## src/inc/ebwc_cfg.svh

```systemverilog
// Register offsets, field positions, reset values and AXI responses for the wait-state controller
`ifndef EBWC_CFG_SVH
`define EBWC_CFG_SVH

// Register indices; byte address is four times the index
`define EBWC_IDX_ACCESS_STATE 8'hED
`define EBWC_IDX_WAIT_SETUP 8'hEE
`define EBWC_IDX_WAIT_ENABLE 8'hEF

// Reset values
`define EBWC_RST_ACCESS_STATE 8'hFF
`define EBWC_RST_WAIT_SETUP 8'hF3
`define EBWC_RST_WAIT_ENABLE 8'hFF
`define EBWC_SETUP_RSVD 4'hF

// Wait setup fields
`define EBWC_MODE_HI 3
`define EBWC_MODE_LO 2
`define EBWC_COUNT_HI 1
`define EBWC_COUNT_LO 0

// Area select bits per address mode
`define EBWC_AREA_LSB_1M 17
`define EBWC_AREA_LSB_16M 21

// AXI responses
`define EBWC_RESP_OKAY 2'b00
`define EBWC_RESP_SLVERR 2'b10

`endif

```

## src/inc/ebwc_pkg.sv

```systemverilog
// Types of the external bus wait-state controller
package ebwc_pkg;

    typedef enum logic [1:0] {
        EBWC_MODE_PROG,
        EBWC_MODE_NONE,
        EBWC_MODE_PIN1,
        EBWC_MODE_AUTO
    } ebwc_wait_mode_t;

    typedef enum logic [2:0] {
        EBWC_S_IDLE,
        EBWC_S_T1,
        EBWC_S_T2,
        EBWC_S_TW,
        EBWC_S_T3
    } ebwc_state_t;

    typedef struct packed {
        logic internal;
        logic write;
        logic three_state;
        logic wait_en;
        ebwc_wait_mode_t mode;
        logic [1:0] count;
    } ebwc_cycle_cfg_t;

endpackage

```

## src/rtl/ebwc_top.sv

```systemverilog
// External bus access-state and wait-state controller with AXI4-Lite registers
//
// Contract
// - Area access bit 0 gives two-state access, 1 gives three-state access.
// - On-chip accesses take fixed states, ignoring all area settings.
// - Wait-enable bit 0 selects pin wait mode 0; 1 enables controller.
// - Wait-enable register resets to all ones on reset and hardware standby.
// - Areas 0..7 span 128 kbytes (1-Mbyte mode) or 2 Mbytes (16-Mbyte).
// - Access and enable bits are per area; wait mode is shared.
// - Mode 00 programmable, 01 none, 10 pin mode 1, 11 auto.
// - Two-state accesses never get wait states.
// - Pin mode 0: low wait pin in T2 adds waits until high.
// - Pin mode 1: programmed waits, then pin sampled in last wait.
// - Pin mode 1 with zero count behaves as pin mode 0.
// - Auto mode: low pin in T2 inserts exactly the count, nothing more.
// - Programmable mode inserts the count and ignores the pin.
// - After reset all areas three-state, enabled, programmable, three waits.
// - Access and enable writes take effect from the next bus cycle.
// - Count field 00..11 selects 0..3 waits, reset value 3.
// - Drive address strobe, read strobe and write strobe with data.
`include "ebwc_cfg.svh"

module ebwc_top #(
    parameter int ADDR_W = 12
) (
    input wire logic CLOCK,
    input wire logic RST,
    input wire logic HW_STANDBY,
    input wire logic S_AXI_AWVALID,
    output logic S_AXI_AWREADY,
    input wire logic [ADDR_W-1:0] S_AXI_AWADDR,
    input wire logic [2:0] S_AXI_AWPROT,
    input wire logic S_AXI_WVALID,
    output logic S_AXI_WREADY,
    input wire logic [31:0] S_AXI_WDATA,
    input wire logic [3:0] S_AXI_WSTRB,
    output logic S_AXI_BVALID,
    input wire logic S_AXI_BREADY,
    output logic [1:0] S_AXI_BRESP,
    input wire logic S_AXI_ARVALID,
    output logic S_AXI_ARREADY,
    input wire logic [ADDR_W-1:0] S_AXI_ARADDR,
    input wire logic [2:0] S_AXI_ARPROT,
    output logic S_AXI_RVALID,
    input wire logic S_AXI_RREADY,
    output logic [31:0] S_AXI_RDATA,
    output logic [1:0] S_AXI_RRESP,
    input wire logic MODE_16M,
    input wire logic REQ,
    input wire logic REQ_INTERNAL,
    input wire logic REQ_WRITE,
    input wire logic [23:0] REQ_ADDR,
    input wire logic [7:0] REQ_WDATA,
    output logic BUS_IDLE,
    output logic DONE,
    output logic [7:0] RDATA,
    output logic [23:0] EXT_ADDR,
    output logic [7:0] EXT_DATA_OUT,
    output logic EXT_DATA_OE,
    input wire logic [7:0] EXT_DATA_IN,
    output logic ADDRESS_STROBE_N,
    output logic READ_STROBE_N,
    output logic WRITE_STROBE_N,
    input wire logic WAIT_REQ_N
);

    if (ADDR_W < 10 || ADDR_W > 32) begin : g_chk
        $error("ADDR_W must be 10 to 32");
    end

    // ------------------------------------------------------------
    // Registers
    // ------------------------------------------------------------
    logic [7:0] area_access_state_reg_q;
    logic [3:0] wait_setup_reg_q;
    logic [7:0] area_wait_controller_enable_q;

    logic aw_idle_q, w_idle_q, bvalid_q, ar_idle_q, rvalid_q;
    logic [1:0] bresp_q, rresp_q;
    logic [31:0] rdata_q;
    logic [ADDR_W-1:0] aw_addr_q;
    logic [7:0] w_data_q;
    logic w_lane0_q;

    wire aw_fire = S_AXI_AWVALID && aw_idle_q;
    wire w_fire = S_AXI_WVALID && w_idle_q;
    wire wr_do = !aw_idle_q && !w_idle_q && !bvalid_q;
    wire ar_fire = S_AXI_ARVALID && ar_idle_q;
    wire [ADDR_W-3:0] wr_word = aw_addr_q[ADDR_W-1:2];
    wire [ADDR_W-3:0] rd_word = S_AXI_ARADDR[ADDR_W-1:2];
    wire wr_hit_as = wr_word == (ADDR_W-2)'(`EBWC_IDX_ACCESS_STATE);
    wire wr_hit_ws = wr_word == (ADDR_W-2)'(`EBWC_IDX_WAIT_SETUP);
    wire wr_hit_we = wr_word == (ADDR_W-2)'(`EBWC_IDX_WAIT_ENABLE);
    wire wr_hit = wr_hit_as || wr_hit_ws || wr_hit_we;
    wire wr_en = wr_do && w_lane0_q;
    wire rd_hit_as = rd_word == (ADDR_W-2)'(`EBWC_IDX_ACCESS_STATE);
    wire rd_hit_ws = rd_word == (ADDR_W-2)'(`EBWC_IDX_WAIT_SETUP);
    wire rd_hit_we = rd_word == (ADDR_W-2)'(`EBWC_IDX_WAIT_ENABLE);
    wire rd_hit = rd_hit_as || rd_hit_ws || rd_hit_we;
    wire [7:0] rd_byte = rd_hit_as ? area_access_state_reg_q :
                         rd_hit_ws ? {`EBWC_SETUP_RSVD, wait_setup_reg_q} :
                         rd_hit_we ? area_wait_controller_enable_q : 8'h00;
    wire cfg_rst = RST || HW_STANDBY;

    always_ff @(posedge CLOCK) begin
        if (RST) begin
            aw_idle_q <= 1'b1;
            w_idle_q <= 1'b1;
            bvalid_q <= 1'b0;
            bresp_q <= `EBWC_RESP_OKAY;
            aw_addr_q <= '0;
            w_data_q <= 8'h00;
            w_lane0_q <= 1'b0;
        end else begin
            if (aw_fire) begin
                aw_idle_q <= 1'b0;
                aw_addr_q <= S_AXI_AWADDR;
            end
            if (w_fire) begin
                w_idle_q <= 1'b0;
                w_data_q <= S_AXI_WDATA[7:0];
                w_lane0_q <= S_AXI_WSTRB[0];
            end
            if (wr_do) begin
                aw_idle_q <= 1'b1;
                w_idle_q <= 1'b1;
                bvalid_q <= 1'b1;
                bresp_q <= wr_hit ? `EBWC_RESP_OKAY : `EBWC_RESP_SLVERR;
            end else if (bvalid_q && S_AXI_BREADY) begin
                bvalid_q <= 1'b0;
            end
        end
    end

    always_ff @(posedge CLOCK) begin
        if (RST) begin
            ar_idle_q <= 1'b1;
            rvalid_q <= 1'b0;
            rdata_q <= 32'h0000_0000;
            rresp_q <= `EBWC_RESP_OKAY;
        end else if (ar_fire) begin
            ar_idle_q <= 1'b0;
            rvalid_q <= 1'b1;
            rdata_q <= {24'h00_0000, rd_byte};
            rresp_q <= rd_hit ? `EBWC_RESP_OKAY : `EBWC_RESP_SLVERR;
        end else if (rvalid_q && S_AXI_RREADY) begin
            ar_idle_q <= 1'b1;
            rvalid_q <= 1'b0;
        end
    end

    // Configuration survives software standby; only reset and hardware standby clear it
    always_ff @(posedge CLOCK) begin
        if (cfg_rst) begin
            area_access_state_reg_q <= `EBWC_RST_ACCESS_STATE;
            wait_setup_reg_q <= 4'(`EBWC_RST_WAIT_SETUP & 8'h0F);
            area_wait_controller_enable_q <= `EBWC_RST_WAIT_ENABLE;
        end else if (wr_en) begin
            if (wr_hit_as) area_access_state_reg_q <= w_data_q;
            if (wr_hit_ws) wait_setup_reg_q <= w_data_q[3:0];
            if (wr_hit_we) area_wait_controller_enable_q <= w_data_q;
        end
    end

    assign S_AXI_AWREADY = aw_idle_q;
    assign S_AXI_WREADY = w_idle_q;
    assign S_AXI_BVALID = bvalid_q;
    assign S_AXI_BRESP = bresp_q;
    assign S_AXI_ARREADY = ar_idle_q;
    assign S_AXI_RVALID = rvalid_q;
    assign S_AXI_RDATA = rdata_q;
    assign S_AXI_RRESP = rresp_q;

    // ------------------------------------------------------------
    // Pin synchronisers
    // ------------------------------------------------------------
    logic wait_n_meta_q, wait_n_sync_q;
    logic [7:0] din_meta_q, din_sync_q;

    always_ff @(posedge CLOCK) begin
        if (RST) begin
            wait_n_meta_q <= 1'b1;
            wait_n_sync_q <= 1'b1;
            din_meta_q <= 8'h00;
            din_sync_q <= 8'h00;
        end else begin
            wait_n_meta_q <= WAIT_REQ_N;
            wait_n_sync_q <= wait_n_meta_q;
            din_meta_q <= EXT_DATA_IN;
            din_sync_q <= din_meta_q;
        end
    end

    // ------------------------------------------------------------
    // Bus cycle sequencer
    // ------------------------------------------------------------
    ebwc_pkg::ebwc_state_t state_q, state_d;
    ebwc_pkg::ebwc_cycle_cfg_t cur_q, new_cfg;
    logic [1:0] cnt_q, cnt_d;
    logic pin_q, pin_d;
    logic done_q;

    wire start = REQ && state_q == ebwc_pkg::EBWC_S_IDLE;
    wire [2:0] area = MODE_16M ? REQ_ADDR[`EBWC_AREA_LSB_16M +: 3] :
                                 REQ_ADDR[`EBWC_AREA_LSB_1M +: 3];
    wire wait_low = !wait_n_sync_q;

    // Per-area bits plus the shared mode, frozen at T1 of each cycle
    assign new_cfg.internal = REQ_INTERNAL;
    assign new_cfg.write = REQ_WRITE;
    assign new_cfg.three_state = !REQ_INTERNAL && area_access_state_reg_q[area];
    assign new_cfg.wait_en = area_wait_controller_enable_q[area];
    assign new_cfg.mode = ebwc_pkg::ebwc_wait_mode_t'(
        wait_setup_reg_q[`EBWC_MODE_HI:`EBWC_MODE_LO]);
    assign new_cfg.count = wait_setup_reg_q[`EBWC_COUNT_HI:`EBWC_COUNT_LO];

    // Decision taken in T2 of a three-state cycle
    wire cnt_zero = cur_q.count == 2'd0;
    wire pin0 = !cur_q.wait_en ||
        (cur_q.mode == ebwc_pkg::EBWC_MODE_PIN1 && cnt_zero);
    wire prog = cur_q.wait_en && cur_q.mode == ebwc_pkg::EBWC_MODE_PROG;
    wire pin1 = cur_q.wait_en && cur_q.mode == ebwc_pkg::EBWC_MODE_PIN1;
    wire autow = cur_q.wait_en && cur_q.mode == ebwc_pkg::EBWC_MODE_AUTO;
    wire t2_wait = pin0 ? wait_low :
                   prog ? !cnt_zero :
                   pin1 ? 1'b1 :
                   autow ? wait_low && !cnt_zero : 1'b0;
    wire [1:0] t2_cnt = pin0 ? 2'd0 : cur_q.count;
    wire t2_pin = pin0 || pin1;
    // Stay in wait while programmed waits remain or pin holds the last one
    wire tw_stay = cnt_q > 2'd1 || (pin_q && wait_low);

    always_comb begin
        state_d = state_q;
        cnt_d = cnt_q;
        pin_d = pin_q;
        unique case (state_q)
            ebwc_pkg::EBWC_S_IDLE: begin
                if (start) state_d = ebwc_pkg::EBWC_S_T1;
            end
            ebwc_pkg::EBWC_S_T1: state_d = ebwc_pkg::EBWC_S_T2;
            ebwc_pkg::EBWC_S_T2: begin
                if (!cur_q.three_state) begin
                    state_d = ebwc_pkg::EBWC_S_IDLE;
                end else if (t2_wait) begin
                    state_d = ebwc_pkg::EBWC_S_TW;
                    cnt_d = t2_cnt;
                    pin_d = t2_pin;
                end else begin
                    state_d = ebwc_pkg::EBWC_S_T3;
                end
            end
            ebwc_pkg::EBWC_S_TW: begin
                if (cnt_q != 2'd0) cnt_d = cnt_q - 2'd1;
                if (!tw_stay) state_d = ebwc_pkg::EBWC_S_T3;
            end
            ebwc_pkg::EBWC_S_T3: state_d = ebwc_pkg::EBWC_S_IDLE;
        endcase
    end

    wire cur_d_internal = start ? REQ_INTERNAL : cur_q.internal;
    wire ext_d = !cur_d_internal && state_d != ebwc_pkg::EBWC_S_IDLE;
    wire cur_d_write = start ? REQ_WRITE : cur_q.write;
    wire strobe2_d = state_d == ebwc_pkg::EBWC_S_T2 || state_d == ebwc_pkg::EBWC_S_TW ||
                     state_d == ebwc_pkg::EBWC_S_T3;
    wire finish = state_q != ebwc_pkg::EBWC_S_IDLE && state_d == ebwc_pkg::EBWC_S_IDLE;

    always_ff @(posedge CLOCK) begin
        if (RST) begin
            state_q <= ebwc_pkg::EBWC_S_IDLE;
            cur_q <= '0;
            cnt_q <= 2'd0;
            pin_q <= 1'b0;
            BUS_IDLE <= 1'b1;
            DONE <= 1'b0;
            done_q <= 1'b0;
            RDATA <= 8'h00;
            EXT_ADDR <= 24'h00_0000;
            EXT_DATA_OUT <= 8'h00;
            EXT_DATA_OE <= 1'b0;
            ADDRESS_STROBE_N <= 1'b1;
            READ_STROBE_N <= 1'b1;
            WRITE_STROBE_N <= 1'b1;
        end else begin
            state_q <= state_d;
            cnt_q <= cnt_d;
            pin_q <= pin_d;
            BUS_IDLE <= state_d == ebwc_pkg::EBWC_S_IDLE;
            // Data pins lag two edges, so DONE and read capture trail the last state
            done_q <= finish;
            DONE <= done_q;
            if (start) begin
                cur_q <= new_cfg;
                EXT_ADDR <= REQ_ADDR;
                EXT_DATA_OUT <= REQ_WDATA;
            end
            if (done_q && !cur_q.write) RDATA <= din_sync_q;
            ADDRESS_STROBE_N <= !ext_d;
            READ_STROBE_N <= !(ext_d && !cur_d_write);
            WRITE_STROBE_N <= !(ext_d && cur_d_write && strobe2_d);
            EXT_DATA_OE <= ext_d && cur_d_write;
        end
    end

    // ------------------------------------------------------------
    // Assertions
    // ------------------------------------------------------------
    property p_two_state;
        @(posedge CLOCK) disable iff (RST)
        (state_q == ebwc_pkg::EBWC_S_T2 && !cur_q.three_state) |=>
            state_q == ebwc_pkg::EBWC_S_IDLE ##1 DONE;
    endproperty
    a_two_state: assert property (p_two_state) else $error("two-state cycle overran T2");

    property p_three_state;
        @(posedge CLOCK) disable iff (RST)
        (state_q == ebwc_pkg::EBWC_S_T2 && cur_q.three_state) |=>
            state_q inside {ebwc_pkg::EBWC_S_TW, ebwc_pkg::EBWC_S_T3};
    endproperty
    a_three_state: assert property (p_three_state) else $error("three-state cycle lost T3");

    property p_prog_two;
        @(posedge CLOCK) disable iff (RST)
        (state_q == ebwc_pkg::EBWC_S_T2 && cur_q.three_state && prog && cur_q.count == 2'd2)
            |=> state_q == ebwc_pkg::EBWC_S_TW [*2] ##1 state_q == ebwc_pkg::EBWC_S_T3;
    endproperty
    a_prog_two: assert property (p_prog_two) else $error("programmed wait count wrong");

    property p_auto_high;
        @(posedge CLOCK) disable iff (RST)
        (state_q == ebwc_pkg::EBWC_S_T2 && cur_q.three_state && autow && !wait_low)
            |=> state_q == ebwc_pkg::EBWC_S_T3;
    endproperty
    a_auto_high: assert property (p_auto_high) else $error("auto wait without pin");

    property p_auto_last;
        @(posedge CLOCK) disable iff (RST)
        (state_q == ebwc_pkg::EBWC_S_TW && autow && cnt_q <= 2'd1) |=>
            state_q == ebwc_pkg::EBWC_S_T3;
    endproperty
    a_auto_last: assert property (p_auto_last) else $error("auto wait extended");

    property p_pin0;
        @(posedge CLOCK) disable iff (RST)
        (state_q == ebwc_pkg::EBWC_S_T2 && cur_q.three_state && pin0 && wait_low)
            |=> state_q == ebwc_pkg::EBWC_S_TW;
    endproperty
    a_pin0: assert property (p_pin0) else $error("pin wait 0 missed wait");

    property p_standby;
        @(posedge CLOCK) disable iff (RST)
        HW_STANDBY |=> area_wait_controller_enable_q == 8'hFF &&
            area_access_state_reg_q == 8'hFF && wait_setup_reg_q == 4'h3;
    endproperty
    a_standby: assert property (p_standby) else $error("standby did not restore setup");

    property p_frozen;
        @(posedge CLOCK) disable iff (RST)
        (state_q != ebwc_pkg::EBWC_S_IDLE && $past(state_q) != ebwc_pkg::EBWC_S_IDLE)
            |-> $stable(cur_q);
    endproperty
    a_frozen: assert property (p_frozen) else $error("cycle setup changed mid-cycle");

    property p_internal;
        @(posedge CLOCK) disable iff (RST)
        (state_q != ebwc_pkg::EBWC_S_IDLE && cur_q.internal) |->
            ADDRESS_STROBE_N && READ_STROBE_N && WRITE_STROBE_N;
    endproperty
    a_internal: assert property (p_internal) else $error("strobe on internal access");

    property p_write_strobe;
        @(posedge CLOCK) disable iff (RST)
        !WRITE_STROBE_N |-> cur_q.write && EXT_DATA_OE && !ADDRESS_STROBE_N;
    endproperty
    a_write_strobe: assert property (p_write_strobe) else $error("write strobe misplaced");

    c_pin1_ext: cover property (@(posedge CLOCK) disable iff (RST)
        state_q == ebwc_pkg::EBWC_S_TW && pin1 && cnt_q == 2'd0);
    c_auto_wait: cover property (@(posedge CLOCK) disable iff (RST)
        state_q == ebwc_pkg::EBWC_S_TW && autow);
    c_two_write: cover property (@(posedge CLOCK) disable iff (RST)
        state_q == ebwc_pkg::EBWC_S_T2 && !cur_q.three_state && cur_q.write);
    c_axi_write: cover property (@(posedge CLOCK) disable iff (RST) wr_en && wr_hit_as);

endmodule // ebwc_top

```

## config.mk

```make
export PLATFORM = sky130hd
export DESIGN_NAME = ebwc_top
export DESIGN_NICKNAME = d
export VERILOG_FILES = /design/src/inc/ebwc_pkg.sv /design/src/rtl/ebwc_top.sv
export VERILOG_INCLUDE_DIRS = /design/src /design/src/inc
export SDC_FILE = /design/constraint.sdc
export NUM_CORES = 1
export LEC_CHECK = 0
export ABC_CLOCK_PERIOD_IN_PS = 1700
export BUFFER_PORTS_ARGS = -buffer_cell sky130_fd_sc_hd__buf_2
export CAP_MARGIN = 20
export CORE_UTILIZATION = 48
export CTS_BUF_LIST = sky130_fd_sc_hd__clkbuf_4 sky130_fd_sc_hd__clkbuf_8 sky130_fd_sc_hd__clkbuf_16
export DETAILED_ROUTE_END_ITERATION = 8
export GPL_TIMING_DRIVEN = 0
export HOLD_SLACK_MARGIN = 0.1
export PLACE_DENSITY = 0.82
export RECOVER_POWER = 50
export SYNTH_ARGS = -nofsm -noshare
export SYNTH_HDL_FRONTEND = slang
export SYNTH_SLANG_ARGS = --single-unit
```

## constraint.sdc

```tcl
create_clock -name CLOCK -period 1.7 [get_ports CLOCK]
set_input_delay 0.34 -clock CLOCK [delete_from_list [all_inputs] [get_ports CLOCK]]
set_output_delay 0.34 -clock CLOCK [all_outputs]
set_load 0.03 [all_outputs]
```

==> metrics.txt, run 1 <==
outcome finished, final reports clean; final instance area 7423 um^2; Worst Setup End Kind flop; switching power 1.953 mW; critical path class input pin to flop; DRC 0; clock power share 0.454; gpl congestion 0.8401; antenna-violating nets left 0; Routed WL 14,230 um; Setup Skew 0.007638 ns; Worst-path clk slew 0.06 ns; global-route wire length before repair 22,250 um; Die Span Y 106.2 um; post-synth top area cell dfxtp_1; Die X 106.2 um; Least-Margin Pin Slew 0.6457 ns; Max Slew Vio Count 0; CP Data Arrival Time 1.98 ns; nets@finish 954; cell-internal power 5.988 mW; async set-reset flop share out of synthesis 0; Synth cell types 50; Post-Syn Area per Cell 8.930 um^2; global route overflow 0; largest net degree at the start of global routing 17; sequential area share after synthesis 0.5106; Critical Path RT 2.06 ns; Worst VDD drop 0.6288 mV; Top FF cell, synth dfxtp_1; clock latency on the worst-skew pair 0.51 ns; Synth Cell Area 5215 um^2; gr usage total 0.2483; pre-CTS WS -0.09075 ns; Seq pwr share 0.421; Starting Density 0.5007; initial antenna violation count 0; Post-Syn Instances 584; Post-synth top cells dfxtp_1, nand2_1, a21oi_1, nor2_1, mux2i_1; row count 37; total CTS buffers 17; Initial DRC Count 363; Die Area 11,290 um^2; CTS H-tree lvls 4; Hold/Removal Path Class input pin to flop; Routed wire per std cell 14.52 um; Max Root-Sink Buffers 2; Port Buffers 141; crit-path max FO 3; Initial DRT Pass Iterations 5; #FFs+latches synth 133; total of max-cap violations 0; share of cells above drive strength 1 0.2334; core area 10,420 um^2; P&R area growth vs syn 42.35%; CTS tree yes; Leak 3.177 nW; Placed Area 6185 um^2; Final Hold Violating Endpoints 0; Worst Slack Setup Final 0.07873 ns; DR vias/cell 5.096; Power per Cell Area 1070 nW/um^2; Vias 4,994; most frequent cell after synthesis dfxtp_1; root buf cell clkbuf_8; setup violators final 0; Comb pwr share 0.125; Final min period 1.621 ns; vias in the first global route 4,795; ANT cells 0; number of synthesized flops with an enable pin 0; I/O Pins 206; Max Clock Freq 616.8 MHz; Switching Share 0.2459; HPWL Detailed 9113 um; Synth area leaders dfxtp_1, nand2_1, a21oi_1, mux2i_1, buf_4; Tcrit/Tclk final 0.9537; slew margin rel. 0.5695; CTS sink count 133; share of the synthesized area in the top cell type 0.5106; total number of yosys warnings 0; startpoint types input pin
## repair_timing
item / 4_1_cts / 5_1_grt
setup buffers: 1 / 4
hold endpoints to repair: 61 / 0
gates resized for setup: 2 / 15
pin swaps: 1 / 5
hold buffers: 60 / 0
endpoints found under the setup margin: 12 / 52
## critical path, stage by stage
cell and delay, ns:
dlygate4sd3_1 0.57, mux2_4 0.31, mux4_2 0.46, o2111ai_2 0.22
a21oi_1 0.09
## path summary, 6_finish.rpt
check / from / to / slack [ns] / depth (start not counted)
setup reg to reg: aw_addr_q[11] / wait_setup_reg_q[0] / 0.10 / 5
setup / recovery: REQ_ADDR[22] / cur_q[5] / 0.08 / 5
hold / removal: S_AXI_RREADY / S_AXI_RVALID / 0.11 / 3
hold reg to reg: din_meta_q[5] / din_sync_q[5] / 0.43 / 1
## through the flow
step | instances | setup TNS, ns | total power, mW | utilization | hold WS [ns]
final | 980 | 0 | 7.941 | 0.7127 | 0.1122
after global placement | 886 | -0.2301 | 4.218 | 0.5938 | 0.4038
after global routing | 980 | -0.002334 | 8.242 | 0.7127 | 0.1207
after floorplan | 609 | 0 | 3.972 | - | 0.3895
after CTS | 977 | 0 | 7.933 | 0.7093 | 0.1059
after detailed placement | 886 | -0.6619 | 4.250 | 0.5938 | 0.3988
## cell families (layout without fill, tap and decap cells)
logic type | count (synthesis) | after routing | synth area share
flip-flops | 133 | 133 | 0.5106
adder cells (fa/ha/maj) | 2 | 2 | 0.004798
buffers and inverters | 67 | 302 | 0.06910
multiplexers | 42 | 42 | 0.09357
AO/OA/AOI/OAI | 106 | 106 | 0.1178
other | 1 | 26 | 0.0007191
AND/OR/NAND/NOR | 233 | 233 | 0.2035
## metal layers
metal  GRT usage  vias up  share of wire
li1            -     2426              -
met1      0.2867     2345           0.41
met2      0.4541      203           0.51
met3     0.05150       20          0.064
met4     0.08036        0          0.011
met5           0        -              0
## area by class of cell
| type | instances | area [um^2] |
|---|---|---|
| plain buffers | 57 | 331.6 |
| clock buffers | 21 | 462.9 |
| clock inverters | 9 | 127.6 |
| fillers | 777 | 2993 |
| inverters | 10 | 37.54 |
| multi-input cells | 409 | 2342 |
| flip-flops and latches | 133 | 2664 |
| well taps | 136 | 170.2 |
| repair buffers | 205 | 1287 |
## power groups by stage
stage          sequential, mW  clock (mW)  combinational [mW]
5_1_grt                  3.35        3.81                1.07
3_3_place_gp             3.39           0               0.827
3_5_place_dp             3.40           0               0.849
2_1_floorplan            3.52           0               0.449
6_report                 3.34        3.60               0.996
4_1_cts                  3.33        3.64               0.962
## cells in the final DEF (no fill, tap or decap), types with 2 or more instances in the layout
cell type,n
clkinvlp_4,3
nor2_1,37
clkbuf_2,2
clkbuf_16,16
o21ai_0,5
nand2b_1,4
ha_1,2
nand2_1,130
nand3_1,12
dlygate4sd3_1,60
clkbuf_8,4
mux4_2,2
mux2i_1,31
nor3_1,7
a22oi_1,4
dfxtp_1,132
clkbuf_1,60
clkinv_2,3
conb_1,26
a21oi_1,74
buf_4,31
mux2i_4,2
a21o_1,4
o22ai_1,2
inv_1,10
a22o_1,4
a311oi_1,3
mux2_2,4
nor4_1,4
or2_2,2
bufinv_16,3
nor2b_1,21
buf_2,107
## flip-flops by register name, indices dropped and copies added (netlist names), 2 cells and up
signal and count:
EXT_ADDR 24, EXT_DATA_OUT 8, RDATA 8, S_AXI_RDATA 8, area_access_state_reg_q 8, area_wait_controller_enable_q 8
aw_addr_q 10, cnt_q 2, cur_q 8, din_meta_q 8, din_sync_q 8, state_q 3
w_data_q 8, wait_setup_reg_q 4
(Power assumes the default switching activity.)
==> run 2, diff against run 1 <==
--- a/config.mk
+++ b/config.mk
@@ -6,7 +6,7 @@
 export SDC_FILE = /design/constraint.sdc
 export NUM_CORES = 1
 export LEC_CHECK = 0
-export ABC_CLOCK_PERIOD_IN_PS = 1700
+export ABC_CLOCK_PERIOD_IN_PS = 1600
 export BUFFER_PORTS_ARGS = -buffer_cell sky130_fd_sc_hd__buf_2
 export CAP_MARGIN = 20
 export CORE_UTILIZATION = 48
==> constraint.sdc (replaced) <==
create_clock -name CLOCK -period 1.6 [get_ports CLOCK]
set_input_delay 0.32 -clock CLOCK [delete_from_list [all_inputs] [get_ports CLOCK]]
set_output_delay 0.32 -clock CLOCK [all_outputs]
set_load 0.03 [all_outputs]
==> run 2 against run 1 <==
  * Register-to-register slack got worse by 0.17 ns
  * Clock power increased by 10%
  * Global-route usage up 1.1 points
  * The run now ends with negative setup slack left
  * Critical path type is now flop to flop
  * Worst setup slack worse by 0.14 ns
  * Sequential power is 6.3% higher
==> metrics.txt, run 2 (synthesized netlist as in run 1, its figures left out) <==
Routed wire per std cell 14.48 um; Slowest-stage cell, CP and4bb_2; Max Slew Vio Count 0; Worst Slack Setup Final -0.06540 ns; Power Total 8.595 mW; Port Buffers 141; gr usage total 0.2595; initial antenna violation count 0; RSZ-0062 raised after global routing yes; CTS H-tree lvls 4; HPWL Detailed 9024 um; global-route wire length before repair 22,750 um; clock latency on the worst-skew pair 0.52 ns; Tcrit/Tclk final 1.041; outcome complete, but fails checks; min-delay src S_AXI_ARVALID; most frequent cells in the layout buf_2, nand2_1, dfxtp_1; Max Clock Freq 600.5 MHz; r2r startpoint aw_addr_q[11]; R2R Setup Slk -0.07 ns; CP Data Arrival Time 2.03 ns; largest net degree at the start of global routing 17; Max Root-Sink Buffers 2; Worst VDD drop 0.7268 mV; crit-path max FO 8; Vias 5,016; nets@finish 961; core area 10,420 um^2; CTS tree yes; Initial DRC Count 297; I/O Pins 206; global route overflow 0; final instance area 7600 um^2; total of max-cap violations 0; CP Cell Sequence and4bb_2, nand4_4, nor3b_2, buf_6, mux2i_1, nand2_1; FF-to-FF End area_access_state_reg_q[3]; worst reg2reg path depth 6; vias in the first global route 4,956; row count 37; DRC 0; gpl congestion 0.8597; root buf cell clkbuf_8; Die Span Y 106.2 um; Final Hold Violating Endpoints 0; Worst-path clk slew 0.06 ns; P&R area growth vs syn 45.73%; slew margin rel. 0.5316; worst hold stages 3; critical path class flop to flop; share of cells above drive strength 1 0.2931; Critical Path RT 1.97 ns; Initial DRT Pass Iterations 5; Crit path largest cell delay 0.34 ns; ANT cells 0; Die Area 11,290 um^2; pre-CTS WS -0.2278 ns; failing checks negative setup slack; hold endpoint S_AXI_RRESP[1]; CTS sink count 133; Largest regs EXT_ADDR (24), aw_addr_q (10); Final min period 1.665 ns; setup violators final 8; Hold/Removal Path Class input pin to flop; startpoint types flop; Power per Cell Area 1131 nW/um^2; Setup Skew 0.01133 ns; DR vias/cell 5.072; most common cell after layout, fill and taps aside buf_2; most flop-heavy register EXT_ADDR; Placed Area 6187 um^2; max FFs per register 24; Least-Margin Pin Slew 0.7026 ns; total CTS buffers 17; Routed WL 14,320 um; Starting Density 0.5007; Leak 3.385 nW; Die X 106.2 um; antenna-violating nets left 0; Worst Setup End Kind flop
run 2: cell types whose count changed in the layout (fill, tap and decap cells not counted), sizes merged:
cell	previous run	this run
inv	10	14
clkbuf	83	43
buf	140	180
clkinvlp	3	2
dlygate4sd3	60	65
clkinv	3	4
run 2: final cells by class:
class,count,area (um^2)
buffer,57,341.6
clock buffer,19,441.7
clock inverter,13,170.2
fill,744,2816
inverter,10,37.54
multi-input combinational,409,2362
sequential,133,2670
tap,136,170.2
timing repair buffer,212,1406
run 2: per-stage QoR:
| step | util | hold WS (ns) | cells | TNS (ns) |
|---|---|---|---|---|
| after floorplan | - | 0.3895 | 609 | 0 |
| after global placement | 0.5940 | 0.3985 | 886 | -3.989 |
| after detailed placement | 0.5940 | 0.3968 | 886 | -5.163 |
| after CTS | 0.7225 | 0.1028 | 986 | -0.01782 |
| after global routing | 0.7296 | 0.1193 | 989 | -1.474 |
| final | 0.7296 | 0.1275 | 989 | -0.2211 |
run 2: critical path: cells and delay by family, from the launching register on:
| kind | cells | cell delay [ns] |
|---|---|---|
| buffers and inverters | 1 | 0.20 |
| AND/OR/NAND/NOR | 4 | 0.78 |
| flip-flops | 1 | 0.32 |
| multiplexers | 1 | 0.22 |
run 2: repair_timing:
action | CTS | global route
setup endpoints to repair | 46 | 59
hold endpoints to repair | 65 | 1
pin swaps | 5 | 5
cloned | 0 | 0
hold buffers | 64 | 1
buffers inserted | 4 | 4
resized for setup | 12 | 19
run 2: how the worst max path moves through the flow:
stage,start,to,slack [ns],cells past startpoint
after floorplan,S_AXI_BVALID,area_access_state_reg_q[0],0.03,6
after global placement,RST,area_access_state_reg_q[7],-0.23,4
after detailed placement,RST,area_wait_controller_enable_q[0],-0.23,4
after CTS,aw_addr_q[6],area_access_state_reg_q[3],-0.02,6
after global routing,aw_addr_q[11],area_access_state_reg_q[2],-0.12,6
final,aw_addr_q[11],area_access_state_reg_q[3],-0.07,6
run 2: power by group:
part	total, mW	internal, mW	switching [mW]	leakage, nW
combinational	1.08	0.450	0.634	2.00
sequential	3.55	3.46	0.0956	1.09
clock	3.96	2.48	1.48	0.297
run 2: routing by layer:
metal  wire, um  track usage
met5          0            0
met4        354       0.1171
met3       1002      0.07296
met2       7391       0.4559
met1       5576       0.2901
